<file path="src/verilog/togc_pkg.sv">
/*
 * Constants and types for the timer output shaping and global control block.
 * Assumes a 32-bit Avalon-MM slave window with byte addresses.
 */
`default_nettype none

package togc_pkg;

    // ****************************************************************
    // Register map
    // ****************************************************************
    localparam logic [2:0] TOGC_OFS_CTRL = 3'h0;
    localparam logic [2:0] TOGC_OFS_GCTRL = 3'h4;

    // ****************************************************************
    // Control register fields
    // ****************************************************************
    localparam int TOGC_CTL_STAT_LO = 0;
    localparam int TOGC_CTL_INVOUT_LO = 1;
    localparam int TOGC_CTL_LOW_INPUT_INVERT = 2;
    localparam int TOGC_CTL_LOW_CLOCK_PULSE_SELECT = 3;
    localparam int TOGC_CTL_PWID_LSB = 4;
    localparam int TOGC_CTL_PWID_MSB = 5;
    localparam int TOGC_CTL_LOW_CLOCK_SOURCE = 8;
    localparam int TOGC_CTL_STAT_HI = 16;
    localparam logic [31:0] TOGC_CTL_WMASK = 32'h0000013e;

    // ****************************************************************
    // Global control register fields
    // ****************************************************************
    localparam int TOGC_GCR_LORS = 0;
    localparam int TOGC_GCR_HIRS = 1;
    localparam int TOGC_GCR_MODE_LSB = 2;
    localparam int TOGC_GCR_MODE_MSB = 3;
    localparam int TOGC_GCR_PSC_LSB = 8;
    localparam int TOGC_GCR_PSC_MSB = 11;
    localparam int TOGC_GCR_DDR_LSB = 12;
    localparam int TOGC_GCR_DDR_MSB = 15;
    localparam logic [31:0] TOGC_GCR_WMASK = 32'h0000ff0f;
    localparam logic [31:0] TOGC_REG_RESET = 32'h00000000;

    // ****************************************************************
    // Misc constants
    // ****************************************************************
    localparam logic [1:0] TOGC_WIDTH_ZERO = 2'h0;
    localparam logic [1:0] TOGC_WIDTH_ONE = 2'h1;
    localparam logic [3:0] TOGC_PSC_ZERO = 4'h0;
    localparam logic [3:0] TOGC_PSC_ONE = 4'h1;

    typedef enum logic [1:0] {
        TOGC_MODE_GP64 = 2'b00,
        TOGC_MODE_UNCHAINED = 2'b01,
        TOGC_MODE_WATCHDOG = 2'b10,
        TOGC_MODE_CHAINED = 2'b11
    } togc_mode_e;

endpackage : togc_pkg

`default_nettype wire

</file>
<file path="src/verilog/togc_top.sv">
/*
 * Timer output shaping, input conditioning and global control registers,
 * with an Avalon-MM slave (one wait state) for host software.
 * Assumes the counters sit outside and report period matches as pulses,
 * and that all pin inputs are synchronous to clk_sys.
 */
// Design decisions made here: the Avalon-MM register port and the register offsets.
// Notes on behaviour
// - Width codes 10b, 11b give 3, 4 cycles
// - Width codes 00b, 01b give 1, 2 cycles
// - Watchdog mode forces pulse output
// - Pulse mode: one pulse per period match
// - Clock mode: toggle per match, square wave
// - External clock input optionally inverted
// - Output invert bit inverts timer output
// - Status bit 0 shows output, read-only
// - Output pin driven from status value
// - Prescale counter 15-12, period 11-8
// - Mode 3-2, upper reset 1, lower 0
// - Global fields reset zero, reserved read zero
// - Mode codes: gp64, unchained, watchdog, chained
// - Prescaler counts in unchained mode, tick after match, restarts
// - Upper reset clears upper status and stops upper tick
`timescale 1ns/1ps
`default_nettype none

module togc_top
    import togc_pkg::*;
(
    input wire logic clk_sys,
    input wire logic reset_n,
    input wire logic clk_en,
    input wire logic [2:0] avs_address,
    input wire logic avs_read,
    input wire logic avs_write,
    input wire logic [31:0] avs_writedata,
    input wire logic [3:0] avs_byteenable,
    output logic [31:0] avs_readdata,
    output logic avs_waitrequest,
    input wire logic low_period_match,
    input wire logic high_period_match,
    input wire logic low_timer_pin_in,
    output logic low_timer_pin_out,
    output logic low_timer_pin_oe,
    output logic low_count_tick,
    output logic upper_count_tick
);

    // ****************************************************************
    // Helpers
    // ****************************************************************
    function automatic logic [31:0] togc_merge(
        input logic [31:0] old_val,
        input logic [31:0] new_val,
        input logic [3:0] be,
        input logic [31:0] wmask
    );
        logic [31:0] lane;
        lane = {{8{be[3]}}, {8{be[2]}}, {8{be[1]}}, {8{be[0]}}} & wmask;
        return (old_val & ~lane) | (new_val & lane);
    endfunction : togc_merge

    // ****************************************************************
    // State
    // ****************************************************************
    logic [31:0] ctrl_reg;
    logic [31:0] ctrl_next;
    logic [31:0] gctrl_reg;
    logic [31:0] gctrl_next;
    logic waitrequest_reg;
    logic waitrequest_next;
    logic [31:0] readdata_reg;
    logic [31:0] readdata_next;
    logic raw_out_reg;
    logic raw_out_next;
    logic [1:0] width_cnt_reg;
    logic [1:0] width_cnt_next;
    logic low_status_reg;
    logic low_status_next;
    logic high_status_reg;
    logic high_status_next;
    logic pin_prev_reg;
    logic low_tick_reg;
    logic low_tick_next;
    logic upper_tick_reg;
    logic upper_tick_next;
    logic pin_oe_reg;
    logic pin_oe_next;

    // ****************************************************************
    // Bus decode
    // ****************************************************************
    wire logic req = avs_read | avs_write;
    wire logic accept = req & waitrequest_reg;
    wire logic commit = avs_write & ~waitrequest_reg;
    wire logic hit_ctrl = (avs_address == TOGC_OFS_CTRL);
    wire logic hit_gctrl = (avs_address == TOGC_OFS_GCTRL);
    wire logic wr_ctrl = commit & hit_ctrl;
    wire logic wr_gctrl = commit & hit_gctrl;

    // ****************************************************************
    // Field views
    // ****************************************************************
    wire logic lo_rs = gctrl_reg[TOGC_GCR_LORS];
    wire logic hi_rs = gctrl_reg[TOGC_GCR_HIRS];
    wire logic [1:0] mode_bits = gctrl_reg[TOGC_GCR_MODE_MSB:TOGC_GCR_MODE_LSB];
    wire togc_mode_e op_mode = togc_mode_e'(mode_bits);
    wire logic [3:0] psc_period = gctrl_reg[TOGC_GCR_PSC_MSB:TOGC_GCR_PSC_LSB];
    wire logic [3:0] psc_count = gctrl_reg[TOGC_GCR_DDR_MSB:TOGC_GCR_DDR_LSB];
    wire logic inv_out = ctrl_reg[TOGC_CTL_INVOUT_LO];
    wire logic inv_inp = ctrl_reg[TOGC_CTL_LOW_INPUT_INVERT];
    wire logic clk_src = ctrl_reg[TOGC_CTL_LOW_CLOCK_SOURCE];
    wire logic [1:0] pwid = ctrl_reg[TOGC_CTL_PWID_MSB:TOGC_CTL_PWID_LSB];

    // Watchdog ignores the clock/pulse bit
    wire logic clock_mode = ctrl_reg[TOGC_CTL_LOW_CLOCK_PULSE_SELECT] & (op_mode != TOGC_MODE_WATCHDOG);

    // ****************************************************************
    // Read view
    // ****************************************************************
    // Status bits are injected here; stored copies of them are never used
    wire logic [31:0] ctrl_view = (ctrl_reg & TOGC_CTL_WMASK)
                                  | ({31'h0, low_status_reg} << TOGC_CTL_STAT_LO)
                                  | ({31'h0, high_status_reg} << TOGC_CTL_STAT_HI);
    wire logic [31:0] gctrl_view = gctrl_reg & TOGC_GCR_WMASK;

    always_comb begin
        readdata_next = readdata_reg;
        if (accept) begin
            readdata_next = TOGC_REG_RESET;
            if (hit_ctrl) begin
                readdata_next = ctrl_view;
            end else if (hit_gctrl) begin
                readdata_next = gctrl_view;
            end
        end
    end

    // One wait state, then waitrequest low for exactly one cycle
    assign waitrequest_next = ~accept;

    // ****************************************************************
    // Control register
    // ****************************************************************
    always_comb begin
        ctrl_next = ctrl_reg;
        if (wr_ctrl) begin
            // Status bits fall outside the write mask
            ctrl_next = togc_merge(ctrl_reg, avs_writedata, avs_byteenable,
                                   TOGC_CTL_WMASK);
        end
    end

    // ****************************************************************
    // Global control register and upper prescaler
    // ****************************************************************
    wire logic psc_run = (op_mode == TOGC_MODE_UNCHAINED) & hi_rs;
    wire logic psc_hit = psc_run & (psc_count == psc_period);
    wire logic [3:0] psc_count_next = psc_hit ? TOGC_PSC_ZERO
                                              : psc_count + TOGC_PSC_ONE;

    always_comb begin
        gctrl_next = gctrl_reg;
        if (psc_run) begin
            gctrl_next[TOGC_GCR_DDR_MSB:TOGC_GCR_DDR_LSB] = psc_count_next;
        end
        // A software write overrides the running prescale count
        if (wr_gctrl) begin
            gctrl_next = togc_merge(gctrl_reg, avs_writedata, avs_byteenable,
                                    TOGC_GCR_WMASK);
        end
    end

    // Upper counter advances the cycle after the match
    assign upper_tick_next = psc_hit;

    // ****************************************************************
    // Low output shaping
    // ****************************************************************
    always_comb begin
        raw_out_next = raw_out_reg;
        width_cnt_next = width_cnt_reg;
        if (!lo_rs) begin
            raw_out_next = 1'b0;
            width_cnt_next = TOGC_WIDTH_ZERO;
        end else if (clock_mode) begin
            width_cnt_next = TOGC_WIDTH_ZERO;
            if (low_period_match) begin
                raw_out_next = ~raw_out_reg;
            end
        end else if (low_period_match) begin
            // Remaining cycles after the first: 0..3 gives 1..4 wide
            raw_out_next = 1'b1;
            width_cnt_next = pwid;
        end else if (width_cnt_reg != TOGC_WIDTH_ZERO) begin
            width_cnt_next = width_cnt_reg - TOGC_WIDTH_ONE;
        end else begin
            raw_out_next = 1'b0;
        end
    end

    // Polarity applied after shaping so a flip takes effect at once
    assign low_status_next = lo_rs & (raw_out_next ^ inv_out);

    // ****************************************************************
    // High status
    // ****************************************************************
    // Upper output shaping lives elsewhere; only its reset hold is here
    assign high_status_next = hi_rs & high_period_match;

    // ****************************************************************
    // Input conditioning
    // ****************************************************************
    wire logic pin_cond = low_timer_pin_in ^ (clk_src & inv_inp);
    wire logic pin_rise = pin_cond & ~pin_prev_reg;
    // Internal source ticks every cycle; the invert bit is then unused
    assign low_tick_next = lo_rs & (clk_src ? pin_rise : 1'b1);

    // ****************************************************************
    // Registers
    // ****************************************************************
    always_ff @(posedge clk_sys) begin
        if (!reset_n) begin
            ctrl_reg <= TOGC_REG_RESET;
            gctrl_reg <= TOGC_REG_RESET;
        end else if (clk_en) begin
            ctrl_reg <= ctrl_next;
            gctrl_reg <= gctrl_next;
        end
    end

    // Handshake freezes with clk_en, so a stalled bus keeps its wait state
    always_ff @(posedge clk_sys) begin
        if (!reset_n) begin
            waitrequest_reg <= 1'b1;
            readdata_reg <= TOGC_REG_RESET;
        end else if (clk_en) begin
            waitrequest_reg <= waitrequest_next;
            readdata_reg <= readdata_next;
        end
    end

    always_ff @(posedge clk_sys) begin
        if (!reset_n) begin
            raw_out_reg <= 1'b0;
            width_cnt_reg <= TOGC_WIDTH_ZERO;
            low_status_reg <= 1'b0;
            high_status_reg <= 1'b0;
        end else if (clk_en) begin
            raw_out_reg <= raw_out_next;
            width_cnt_reg <= width_cnt_next;
            low_status_reg <= low_status_next;
            high_status_reg <= high_status_next;
        end
    end

    always_ff @(posedge clk_sys) begin
        if (!reset_n) begin
            pin_prev_reg <= 1'b0;
            low_tick_reg <= 1'b0;
            upper_tick_reg <= 1'b0;
        end else if (clk_en) begin
            pin_prev_reg <= pin_cond;
            low_tick_reg <= low_tick_next;
            upper_tick_reg <= upper_tick_next;
        end
    end

    // ****************************************************************
    // Pin direction
    // ****************************************************************
    // Taken from the next control value so the enable has no extra lag
    assign pin_oe_next = ~ctrl_next[TOGC_CTL_LOW_CLOCK_SOURCE];

    // Resets to driving, as the clock source bit resets to internal
    always_ff @(posedge clk_sys) begin
        if (!reset_n) begin
            pin_oe_reg <= 1'b1;
        end else if (clk_en) begin
            pin_oe_reg <= pin_oe_next;
        end
    end

    // ****************************************************************
    // Outputs
    // ****************************************************************
    assign avs_readdata = readdata_reg;
    assign avs_waitrequest = waitrequest_reg;
    // Pin carries the status value, inversion already included
    assign low_timer_pin_out = low_status_reg;
    // Pin is an output only while it is not the clock source
    assign low_timer_pin_oe = pin_oe_reg;
    assign low_count_tick = low_tick_reg;
    assign upper_count_tick = upper_tick_reg;

endmodule : togc_top

`default_nettype wire

</file>
<file path="config.mk">
export PLATFORM = sky130hd
export DESIGN_NAME = togc_top
export DESIGN_NICKNAME = d
export VERILOG_FILES = /design/src/verilog/togc_pkg.sv /design/src/verilog/togc_top.sv
export SDC_FILE = /design/constraint.sdc
export NUM_CORES = 1
export LEC_CHECK = 0
export ABC_AREA = 1
export BUFFER_PORTS_ARGS = -buffer_cell sky130_fd_sc_hd__buf_2
export CORE_MARGIN = 2
export CORE_UTILIZATION = 48
export DETAILED_ROUTE_END_ITERATION = 10
export PLACE_DENSITY = 0.88
export SETUP_SLACK_MARGIN = 0.2
export SLEW_MARGIN = 20
export SYNTH_ARGS = -nofsm -noshare
export SYNTH_HDL_FRONTEND = slang
export SYNTH_SLANG_ARGS = --single-unit
</file>
<file path="constraint.sdc">
create_clock -name clk_sys -period 1.4 [get_ports clk_sys]
set_input_delay 0.28 -clock clk_sys [delete_from_list [all_inputs] [get_ports clk_sys]]
set_output_delay 0.28 -clock clk_sys [all_outputs]
set_load 0.005 [all_outputs]
</file>
Word level (Yosys, flattened, before mapping)
Cells that the tools add are included.
Widths: inputs -> output; s select.
- $add $sub $neg: 2
- $mul: 0
- div/mod/pow operators: 0
- $lt $le $gt $ge: 0
- eq/ne operators: 5
- shifts and indexed selects: 0
- muxes and demuxes: 16
- bitwise logic cells: 30
- reductions and logical operators: 8
- operators with widths (kind ; count):
    $and 32x32->32 ; 2
    $or 32x32->32 ; 2
    $and 32x16->32 ; 1
    $and 32x9->32 ; 1
    $mux 16 ; 2
    $mux 32 ; 1
    $not 16->32 ; 1
    $not 9->32 ; 1
    $or 9x17->17 ; 1
    $and 1x1->1 ; 12
    $reduce_and 2->1 ; 5
    $mux 9 ; 1
    $or 9x1->9 ; 1
    $mux 2 ; 4
    $mux 4 ; 2
    $mux 1 ; 6
    $not 1->1 ; 5
    $add 4x1->4 const B ; 1
    $eq 4x4->1 ; 1
    $ne 4x2->1 const B ; 1
    $reduce_bool 2->1 ; 2
    $eq 3x3->1 const B ; 1
    $logic_not 3->1 ; 1
    $eq 2x1->1 const B ; 1
    4 further kinds ; 5
- register bits: 106
- latch bits: 0
- bits in writable memories: 0
- bits in read-only memories: 0
- input bits: 47
- output and inout bits: 37
- logic and storage cells: 75
- memories kept: 0

Logic depth before layout (Yosys ltp)
Gate-level depths: netlist (run 1).
- depth in word-level cells: 7
- depth in mapped cells: 9
- gate-level depth less buffers: 9

Worst setup path before layout (run 1)
No wires, ideal clock.
- path kind: flip-flop to flip-flop
- start point: reg waitrequest_reg, in the netlist avs_waitrequest
- end point: reg (tool-made name)
- setup time: 0.118 ns
- data arrival time: 0.982 ns
- data required time: 1.282 ns
- setup slack: 0.300 ns
- stages on the path, launching flop included: 9
- buffers on the path: 0
- clock period less this slack: 1.100 ns
- path through: dfxtp_1 -> inv_2 -> nand2_2 -> nor2_4 -> nand2_2 -> nand3_2 -> nand2_1 -> nand2_1 -> a21oi_1
- RTL lines (what ; line ; text):
    start: declaration ; togc_top.sv:70 ; logic waitrequest_reg;
    start signal: assignment ; togc_top.sv:238 ; waitrequest_reg <= waitrequest_next;

Worst setup path after layout (run 1)
- start point: reg waitrequest_reg, in the netlist avs_waitrequest
- end point: out avs_waitrequest
- RTL lines (what ; line ; text):
    end: declaration ; togc_top.sv:39 ; output logic avs_waitrequest,
No word-level cell between the ends.

==> results of run 1 <==
==> cells in the final DEF (no fill, tap or decap), types with 2 or more instances in the layout <==
cell and n:
sky130_fd_sc_hd__nor2_4 4, sky130_fd_sc_hd__a31oi_1 3, sky130_fd_sc_hd__o21ai_1 6, sky130_fd_sc_hd__nand3_2 4
sky130_fd_sc_hd__nand2_4 2, sky130_fd_sc_hd__xnor2_1 2, sky130_fd_sc_hd__o22ai_1 2, sky130_fd_sc_hd__inv_2 3
sky130_fd_sc_hd__o21ai_0 20, sky130_fd_sc_hd__clkinv_1 2, sky130_fd_sc_hd__buf_4 8, sky130_fd_sc_hd__conb_1 17
sky130_fd_sc_hd__a21oi_1 29, sky130_fd_sc_hd__nand2_2 7, sky130_fd_sc_hd__clkbuf_8 5, sky130_fd_sc_hd__nor2_2 2
sky130_fd_sc_hd__nor2_1 35, sky130_fd_sc_hd__clkinvlp_4 2, sky130_fd_sc_hd__a21oi_2 3, sky130_fd_sc_hd__inv_1 22
sky130_fd_sc_hd__buf_2 46, sky130_fd_sc_hd__dfxtp_2 3, sky130_fd_sc_hd__inv_4 2, sky130_fd_sc_hd__nand3_1 16
sky130_fd_sc_hd__nand2_1 49, sky130_fd_sc_hd__xor2_1 5, sky130_fd_sc_hd__dfxtp_1 40, sky130_fd_sc_hd__nor3_1 2
==> cell families after synthesis <==
logic type	Yosys count	synth area share
DFF	43	0.4042
and+or+nand+nor	125	0.2650
AOI/OAI and AO/OA	63	0.1510
xor gates and xnor gates	7	0.02879
other	1	0.001761
adders and majority gates	2	0.01175
buffers and inverters	55	0.1375
==> cell type report <==
class | instances | area [um2] | area share
clock buffers | 5 | 68.82 | 0.02731
clock inverters | 3 | 20.02 | 0.007944
inverters | 29 | 113.9 | 0.04518
multi-input cells | 214 | 1097 | 0.4355
flip-flops and latches | 43 | 864.6 | 0.3431
well taps | 52 | 65.06 | 0.02582
repair buffers | 54 | 290.3 | 0.1152
==> worst max-delay path by stage <==
stage	startpoint	to	slack (ns)
floorplan	avs_waitrequest	register	0.30
global placement	avs_address[1]	register	0.1
detailed placement	avs_address[1]	register	0.04
CTS	avs_waitrequest	avs_waitrequest	0.21
global route	width_cnt_reg[0]	low_timer_pin_out	0.13
finish	avs_waitrequest	avs_waitrequest	0.23
==> critical path, delay by kind of cell (launching register included) <==
kind | cells | cell delay, ns
flops | 1 | 0.33
buf+inv | 2 | 0.26
==> report_power, final <==
group / switching, uW / leakage (uW) / total (uW) / internal [uW]
Clock: 455 / 0.0000402 / 802 / 347
Sequential: 16.9 / 0.000350 / 1270 / 1250
Combinational: 162 / 0.000753 / 256 / 94.2
Total: 633 / 0.00114 / 2330 / 1690
==> Yosys cell counts (3+ instances only) <==
library cell / instances
sky130_fd_sc_hd__nand2_1: 53
sky130_fd_sc_hd__o21ai_0: 24
sky130_fd_sc_hd__clkbuf_1: 5
sky130_fd_sc_hd__nor2_1: 37
sky130_fd_sc_hd__a31oi_1: 3
sky130_fd_sc_hd__buf_4: 17
sky130_fd_sc_hd__nor2_4: 3
sky130_fd_sc_hd__nand3_1: 19
sky130_fd_sc_hd__nand2_2: 4
sky130_fd_sc_hd__inv_1: 23
sky130_fd_sc_hd__dfxtp_1: 43
sky130_fd_sc_hd__xor2_1: 5
sky130_fd_sc_hd__a21oi_1: 32
==> stage by stage <==
step / cell area [um2] / hold slack, ns / instances / setup WS (ns) / total power [uW]
3_5_place_dp: 2351 / 0.4505 / 390 / 0.04117 / 1536
4_1_cts: 2444 / 0.2101 / 398 / 0.2150 / 2321
3_3_place_gp: 2351 / 0.4485 / 390 / 0.09970 / 1528
5_1_grt: 2520 / 0.2478 / 400 / 0.1288 / 2411
2_1_floorplan: 2190 / 0.4149 / 312 / 0.2996 / 1474
6_report: 2520 / 0.2142 / 400 / 0.2260 / 2325
==> metal layers <==
layer | vias up | wire length [um] | track usage
met5 | - | 0 | 0
li1 | 1024 | - | -
met1 | 934 | 1968 | 0.2255
met2 | 77 | 2606 | 0.3574
met4 | 0 | 141 | 0.09853
met3 | 13 | 371 | 0.05413
==> repair_timing <==
item                       4_1_cts  5_1_grt
setup buffers                    0        2
pin swaps                        0        5
gates resized for setup          1       23
hold buffers                     0        0
setup endpoints to repair        2       18
==> flow_summary.rst, run 1 <==
.. list-table::
   :header-rows: 1

   * - Metric
     - Value
   * - Port Buf Inserts
     - 46
   * - Sequential element share of the synthesized area
     - 0.4042
   * - Hold Path Cell Cnt
     - 3
   * - Maximum fanout encountered on the critical timing path
     - 3
   * - Summed negative setup slack over all endpoints
     - 0 ns
   * - Total global routing overflow
     - 0
   * - Post-detailed-route DRC marker count
     - 0
   * - RR Endpoint
     - low_timer_pin_out
   * - Per-instance average area after synthesis
     - 7.194 um2
   * - Max-slew violation total from the final report
     - 0
   * - TritonCTS clock tree
     - built
   * - Classification of the worst setup path
     - register to primary output
   * - DRT Wirelength
     - 5086 um
   * - Starting utilization of the core area
     - 0.4925
   * - Power density of the placed cells
     - 922.7 nW/um2
   * - Leading cell types by total area after synthesis
     - sky130_fd_sc_hd__dfxtp_1, sky130_fd_sc_hd__nand2_1, sky130_fd_sc_hd__a21oi_1, sky130_fd_sc_hd__nor2_1, sky130_fd_sc_hd__buf_4
   * - Setup repair after global routing missed its margin
     - yes
   * - Final core utilization
     - 0.5828
   * - Gate count of the mapped netlist
     - 296
   * - Transition time of the tightest slew-check pin
     - 0.5085 ns
   * - EDFF count, synth
     - 0
   * - Critical path endpoint category
     - primary output
   * - Largest stage delay, worst path
     - 0.33 ns
   * - Number of buffers added by the clock tree synthesis step
     - 5
   * - Critical register-to-register path startpoint
     - width_cnt_reg[0]
   * - H-tree depth
     - 2
   * - Series of cell instances along the critical path
     - buf_4 > buf_2
   * - Share of the synthesized area in the top cell type
     - 0.4042
   * - Area Growth Syn to Fin
     - 18.33%
   * - Router iterations before antenna repair
     - 4
   * - Number of flip-flops and latches in the synthesized netlist
     - 43
   * - Placer congestion estimate
     - 0.7986
   * - Final Hold Violating Endpoints
     - 0
   * - Final period demand of the worst path
     - 1.174 ns
   * - Number of library cell types mapped by synthesis
     - 30
   * - Max capacitance violation total
     - 0
   * - Number of nets in the layout
     - 396
   * - Cell accounting for the most synthesized area
     - sky130_fd_sc_hd__dfxtp_1
   * - Total routing usage reported by global routing
     - 0.2024
   * - Tightest Hold Check Type
     - input pin to register
   * - Number of cell rows
     - 24
   * - Critical path data required time
     - 1.12 ns
   * - Result of the run
     - finished clean
   * - Clock Tree Root
     - sky130_fd_sc_hd__clkbuf_8
   * - Number of top-level pins
     - 84
   * - Number of fill cells
     - 409
   * - Hold path startpoint
     - avs_writedata[4]
   * - Global-route wire length before repair
     - 7948 um
   * - Clock Tree Buf Depth
     - 2
   * - Normalized max-slew margin
     - 0.6606
   * - Die Width
     - 70.61 um
   * - Detailed-placement wirelength estimate
     - 3782 um
   * - Initial DRC count
     - 142
   * - Startpoint kind of the worst setup timing path
     - register
   * - FF-to-FF setup slack
     - 0.24 ns
   * - Maximum clock skew at final layout
     - 0.002935 ns
   * - Clock-pin transition on the worst setup and hold timing paths
     - 0.09 ns
   * - Signal arrival time at the worst endpoint
     - 0.89 ns
   * - Final setup violating endpoints
     - 0
   * - Synth warnings
     - 0
   * - CP max-delay cell
     - sky130_fd_sc_hd__dfxtp_2
   * - Later-pin clock latency in the skew report
     - 0.30 ns
   * - Ant diodes
     - 0
   * - Via count
     - 2048
   * - Number of global-route vias before repair
     - 1853
   * - Cell area after technology mapping
     - 2130 um2
   * - Number of antenna violations at the first check in global routing
     - 0
   * - Routed wire per std cell
     - 12.72 um
   * - Achievable frequency
     - 0.8518 GHz
   * - Number of vias per cell after detailed routing
     - 5.120
   * - Worst supply voltage drop on vdd
     - 0.0005692 V
   * - Worst reg-to-reg path cell count
     - 9
   * - Pin count of the biggest net entering global routing
     - 19
   * - Leakage power
     - 0.001143 uW
   * - Final critical-path share of the clock period
     - 0.8385
   * - Number of clock sinks
     - 43
   * - Chip height
     - 70.61 um
   * - Top_reg_cell synth
     - sky130_fd_sc_hd__dfxtp_1
   * - Post-synthesis async set-or-reset flop share
     - 0
   * - Die ar.
     - 4985 um2
   * - Area of the core
     - 4324 um2
   * - Detail Route Antenna Nets
     - 0
   * - Proportion of layout cells with a drive suffix above 1
     - 0.2730
Power figures use the tool's default switching activity.
==> inputs of run 2 (changes only) <==
- ABC_AREA: 1 -> 0
- CORE_UTILIZATION: 48 -> 43
- PLACE_DENSITY: 0.88 -> 0.84
- clock period: 1.4 -> 1 ns (I/O delays scaled with it)
==> run 2 against run 1 <==
  * The run now ends with negative setup slack left
  * Utilization rose by 12 points
  * Flip-flop and latch count unchanged
  * Final area up 31%
  * First-iteration DRC count grew 29%
  * Count of clock-buffer cells in the layout up 1
  * Synthesized cell count is 22% lower
  * Largest power group unchanged
==> flow_summary.rst, run 2 <==
.. list-table::
   :header-rows: 1

   * - Metric
     - Value
   * - Result of the run
     - finished, violations left
   * - Failing checks
     - negative setup slack
   * - Chip height
     - 74.17 um (+5.0%)
   * - Leading cell types by total area after synthesis
     - sky130_fd_sc_hd__dfxtp_1, sky130_fd_sc_hd__mux2i_1, sky130_fd_sc_hd__buf_4, sky130_fd_sc_hd__nor2_1, sky130_fd_sc_hd__a22oi_1
   * - Fraction of synthesized area in multiplexers
     - 0.09929 (+0.09929)
   * - Number of clock sinks
     - 43 (unchanged)
   * - Series of cell instances along the critical path
     - nor4b_4 > buf_4 > buf_4 > and2_4 > a21oi_4 > a32oi_1 > o32ai_2
   * - Via count
     - 2185 (+6.7%)
   * - Area of the core
     - 4723 um2 (+9.2%)
   * - Tightest Hold Check Type
     - input pin to register
   * - Startpoint kind of the worst setup timing path
     - register
   * - Maximum clock skew at final layout
     - 0.003384 ns (+0.0004495 ns)
   * - Router iterations before antenna repair
     - 4 (unchanged)
   * - Post-synthesis async set-or-reset flop share
     - 0 (unchanged)
   * - EDFF count, synth
     - 0 (unchanged)
   * - Final core utilization
     - 0.7009 (+0.1182)
   * - Global-route wire length before repair
     - 10010 um (+26%)
   * - Largest stage delay, worst path
     - 0.34 ns (about the same)
   * - Post-detailed-route DRC marker count
     - 0 (unchanged)
   * - Number of flip-flops and latches in the synthesized netlist
     - 43 (unchanged)
   * - Cell area after technology mapping
     - 2117 um2 (-0.59%)
   * - Number of global-route vias before repair
     - 2072 (+12%)
   * - DRT Wirelength
     - 7471 um (+47%)
   * - Number of cell rows
     - 25 (+4.2%)
   * - Cell with the most instances after synthesis
     - sky130_fd_sc_hd__dfxtp_1
   * - Cell count after placement
     - 371 (-4.9%)
   * - Max-slew violation total from the final report
     - 0 (unchanged)
   * - Later-pin clock latency in the skew report
     - 0.30 ns (about the same)
   * - TritonCTS clock tree
     - built
   * - Total routed wire length on the met1 layer
     - 2832 um (+44%)
   * - Sequential element share of the synthesized area
     - 0.4066 (+0.002389)
   * - Area Growth Syn to Fin
     - 56.38%
   * - Maximum fanout encountered on the critical timing path
     - 6 (+3)
   * - Simple logic cell fraction of the synthesized area
     - 0.1678 (-0.09713)
   * - Adder-cell share of the synthesized area
     - 0.01182 (+0.00006945)
   * - Max capacitance violation total
     - 0 (unchanged)
   * - Cell mode on critical path
     - sky130_fd_sc_hd__buf_4
   * - Detail Route Antenna Nets
     - 0 (unchanged)
   * - Pin count of the biggest net entering global routing
     - 26 (+7)
   * - Synth warnings
     - 0 (unchanged)
   * - Starting utilization of the core area
     - 0.4482 (-0.04426)
   * - Number of vias per cell after detailed routing
     - 5.422 (+5.9%)
   * - Final setup violating endpoints
     - 41 (+41)
   * - Largest delay contributor family on the critical path
     - compound AO/OA/AOI/OAI gates
   * - Classification of the worst setup path
     - register to register
   * - Gate count of the mapped netlist
     - 232 (-22%)
   * - Total placed instance area
     - 2656 um2 (+13%)
   * - Leakage power
     - 0.001445 uW (+26%)
   * - Worst supply voltage drop on vdd
     - 0.0004397 V (-23%)
   * - Top_reg_cell synth
     - sky130_fd_sc_hd__dfxtp_1
   * - Critical path endpoint category
     - register
   * - Number of antenna violations at the first check in global routing
     - 0 (unchanged)
   * - Top routing layer used
     - met4
   * - Quantity of hold-fixing buffers added after cts
     - 0 (unchanged)
   * - H-tree depth
     - 2 (unchanged)
   * - DR WL met3
     - 589 um (+59%)
   * - Clock Tree Root
     - sky130_fd_sc_hd__clkbuf_8
   * - Total global routing overflow
     - 0 (unchanged)
   * - Clock-pin transition on the worst setup and hold timing paths
     - 0.08 ns (about the same)
   * - Number of top-level pins
     - 84 (unchanged)
   * - Fraction of the mapped netlist area in compound gates
     - 0.1738 (+0.02276)
   * - Clock Tree Buf Depth
     - 2 (unchanged)
   * - Setup repair after global routing missed its margin
     - yes
   * - Final Hold Violating Endpoints
     - 0 (unchanged)
   * - Critical path data required time
     - 1.18 ns (+0.06 ns)
   * - Start point of the critical path
     - avs_waitrequest
   * - Detailed-placement wirelength estimate
     - 4179 um (+10%)
   * - Critical register-to-register path startpoint
     - avs_waitrequest
   * - Power density of the placed cells
     - 985.2 nW/um2 (+6.8%)
   * - Ant diodes
     - 0 (unchanged)
   * - Leading post-synthesis cells by instance count
     - sky130_fd_sc_hd__dfxtp_1, sky130_fd_sc_hd__nor2_1, sky130_fd_sc_hd__buf_4
   * - Pwr Total
     - 3262 uW (+40%)
   * - Fin area
     - 3311 um2 (+31%)
   * - Fin cells
     - 403 (+0.75%)
   * - Total routing usage reported by global routing
     - 0.2455 (+0.04309)
   * - Met2 wire length
     - 3709 um (+42%)
   * - Number of buffers added by the clock tree synthesis step
     - 5 (unchanged)
   * - Number of library cell types mapped by synthesis
     - 43 (+43%)
   * - Hold path startpoint
     - avs_writedata[0]
   * - Die Width
     - 74.17 um (+5.0%)
   * - Pre-CTS setup slack
     - -0.6329 ns (-0.6740 ns)
   * - Xor/xnor cell area share of the yosys netlist
     - 0.02482 (-0.003967)
   * - Combinational family with the most area after synthesis
     - compound AO/OA/AOI/OAI gates
   * - Signal arrival time at the worst endpoint
     - 1.77 ns (+0.88 ns)
   * - Per-instance average area after synthesis
     - 9.125 um2 (+27%)
   * - Placer congestion estimate
     - 0.8197 (+2.6%)
   * - Most common cell after layout, fill and taps aside
     - sky130_fd_sc_hd__buf_4
   * - Die ar.
     - 5500 um2 (+10%)
   * - Number of nets in the layout
     - 385 (-2.8%)
   * - Port Buf Inserts
     - 46 (unchanged)
   * - Proportion of layout cells with a drive suffix above 1
     - 0.6220 (+0.3490)
   * - Achievable frequency
     - 0.6311 GHz
   * - Smallest setup slack after layout
     - -0.5846 ns (-0.8106 ns)
   * - Final critical-path share of the clock period
     - 1.585
   * - Cell accounting for the most synthesized area
     - sky130_fd_sc_hd__dfxtp_1
   * - Most frequent cells in the layout
     - sky130_fd_sc_hd__buf_4, sky130_fd_sc_hd__buf_2, sky130_fd_sc_hd__nor2_1
   * - Initial DRC count
     - 183 (+29%)
   * - Routed wire per std cell
     - 18.54 um (+46%)
   * - Total buffers and inverters traversed by the critical path
     - 2 (unchanged)
   * - Share of the synthesized area in the top cell type
     - 0.4066 (+0.002389)
   * - Final period demand of the worst path
     - 1.585 ns
   * - CP max-delay cell
     - sky130_fd_sc_hd__dfxtp_2
[run 2: changes by cell type in the layout (fill, tap and decap cells not counted), moves of 6 or more]
cell,before,now
sky130_fd_sc_hd__inv_1,22,9
sky130_fd_sc_hd__o21ai_0,20,2
sky130_fd_sc_hd__mux2i_1,0,14
sky130_fd_sc_hd__dfxtp_2,3,25
sky130_fd_sc_hd__nand2_1,49,11
sky130_fd_sc_hd__buf_6,0,22
sky130_fd_sc_hd__nand3_1,16,4
sky130_fd_sc_hd__dfxtp_1,40,15
sky130_fd_sc_hd__a22oi_2,0,11
sky130_fd_sc_hd__a21oi_1,29,2
sky130_fd_sc_hd__nand2_2,7,1
sky130_fd_sc_hd__buf_4,8,51
sky130_fd_sc_hd__buf_2,46,36
[run 2: metal layers]
| metal | vias up | GRT usage |
|---|---|---|
| li1 | 986 | - |
| met1 | 1050 | 0.2905 |
| met2 | 115 | 0.4048 |
| met3 | 34 | 0.05556 |
| met4 | 0 | 0.1495 |
| met5 | - | 0 |
[run 2: worst reg2reg max path, cell delays in order, from the launching register on]
cell                      delay, ns
sky130_fd_sc_hd__dfxtp_2       0.34
sky130_fd_sc_hd__nor4b_4       0.20
sky130_fd_sc_hd__buf_4         0.18
sky130_fd_sc_hd__buf_4         0.13
sky130_fd_sc_hd__and2_4        0.17
sky130_fd_sc_hd__a21oi_4       0.06
sky130_fd_sc_hd__a32oi_1       0.26
sky130_fd_sc_hd__o32ai_2       0.12
[run 2: metrics by stage]
step / hold slack (ns) / TNS (ns)
after global routing: 0.1520 / -19.41
after floorplan: 0.2619 / -9.194
after global placement: 0.4363 / -14.79
after CTS: 0.1314 / -15.26
final: 0.1525 / -17.35
after detailed placement: 0.4521 / -16.88
[run 2: path summary, 6_finish.rpt]
path / endpoint / slack [ns] / depth (start not counted)
max: register / -0.58 / 7
min: register / 0.15 / 3
max reg2reg: register / -0.58 / 7
min reg2reg: width_cnt_reg[1] / 0.48 / 2
[run 2: logic make-up after synthesis]
logic type / count (synthesis)
xor gates and xnor gates: 6
muxes: 20
AOI/OAI and AO/OA: 47
adders and majority gates: 2
buffers and inverters: 41
other: 1
DFF: 43
and+or+nand+nor: 72
[run 2: layout make-up]
| type | count | area, um2 |
|---|---|---|
| Clock buffer | 6 | 82.58 |
| Multi-Input combinational cell | 164 | 1360 |
| Fill cell | 307 | 1413 |
| Inverter | 12 | 45.04 |
| Tap cell | 67 | 83.83 |
| Clock inverter | 1 | 5.005 |
| Timing Repair Buffer | 110 | 830.8 |
| Sequential cell | 43 | 903.4 |
[run 2: where the power goes]
| group | switching (uW) | internal (uW) |
|---|---|---|
| logic | 237 | 177 |
| registers | 8.24 | 1710 |
| clock network | 586 | 542 |
[run 2: what timing repair did]
item                                   in CTS  in global routing
pin swaps                                  18                 24
setup endpoints to repair                  62                 62
gates resized for setup                    56                 45
endpoints found under the hold margin       0                  0
gates cloned                                1                  0
buffers inserted                           14                 10
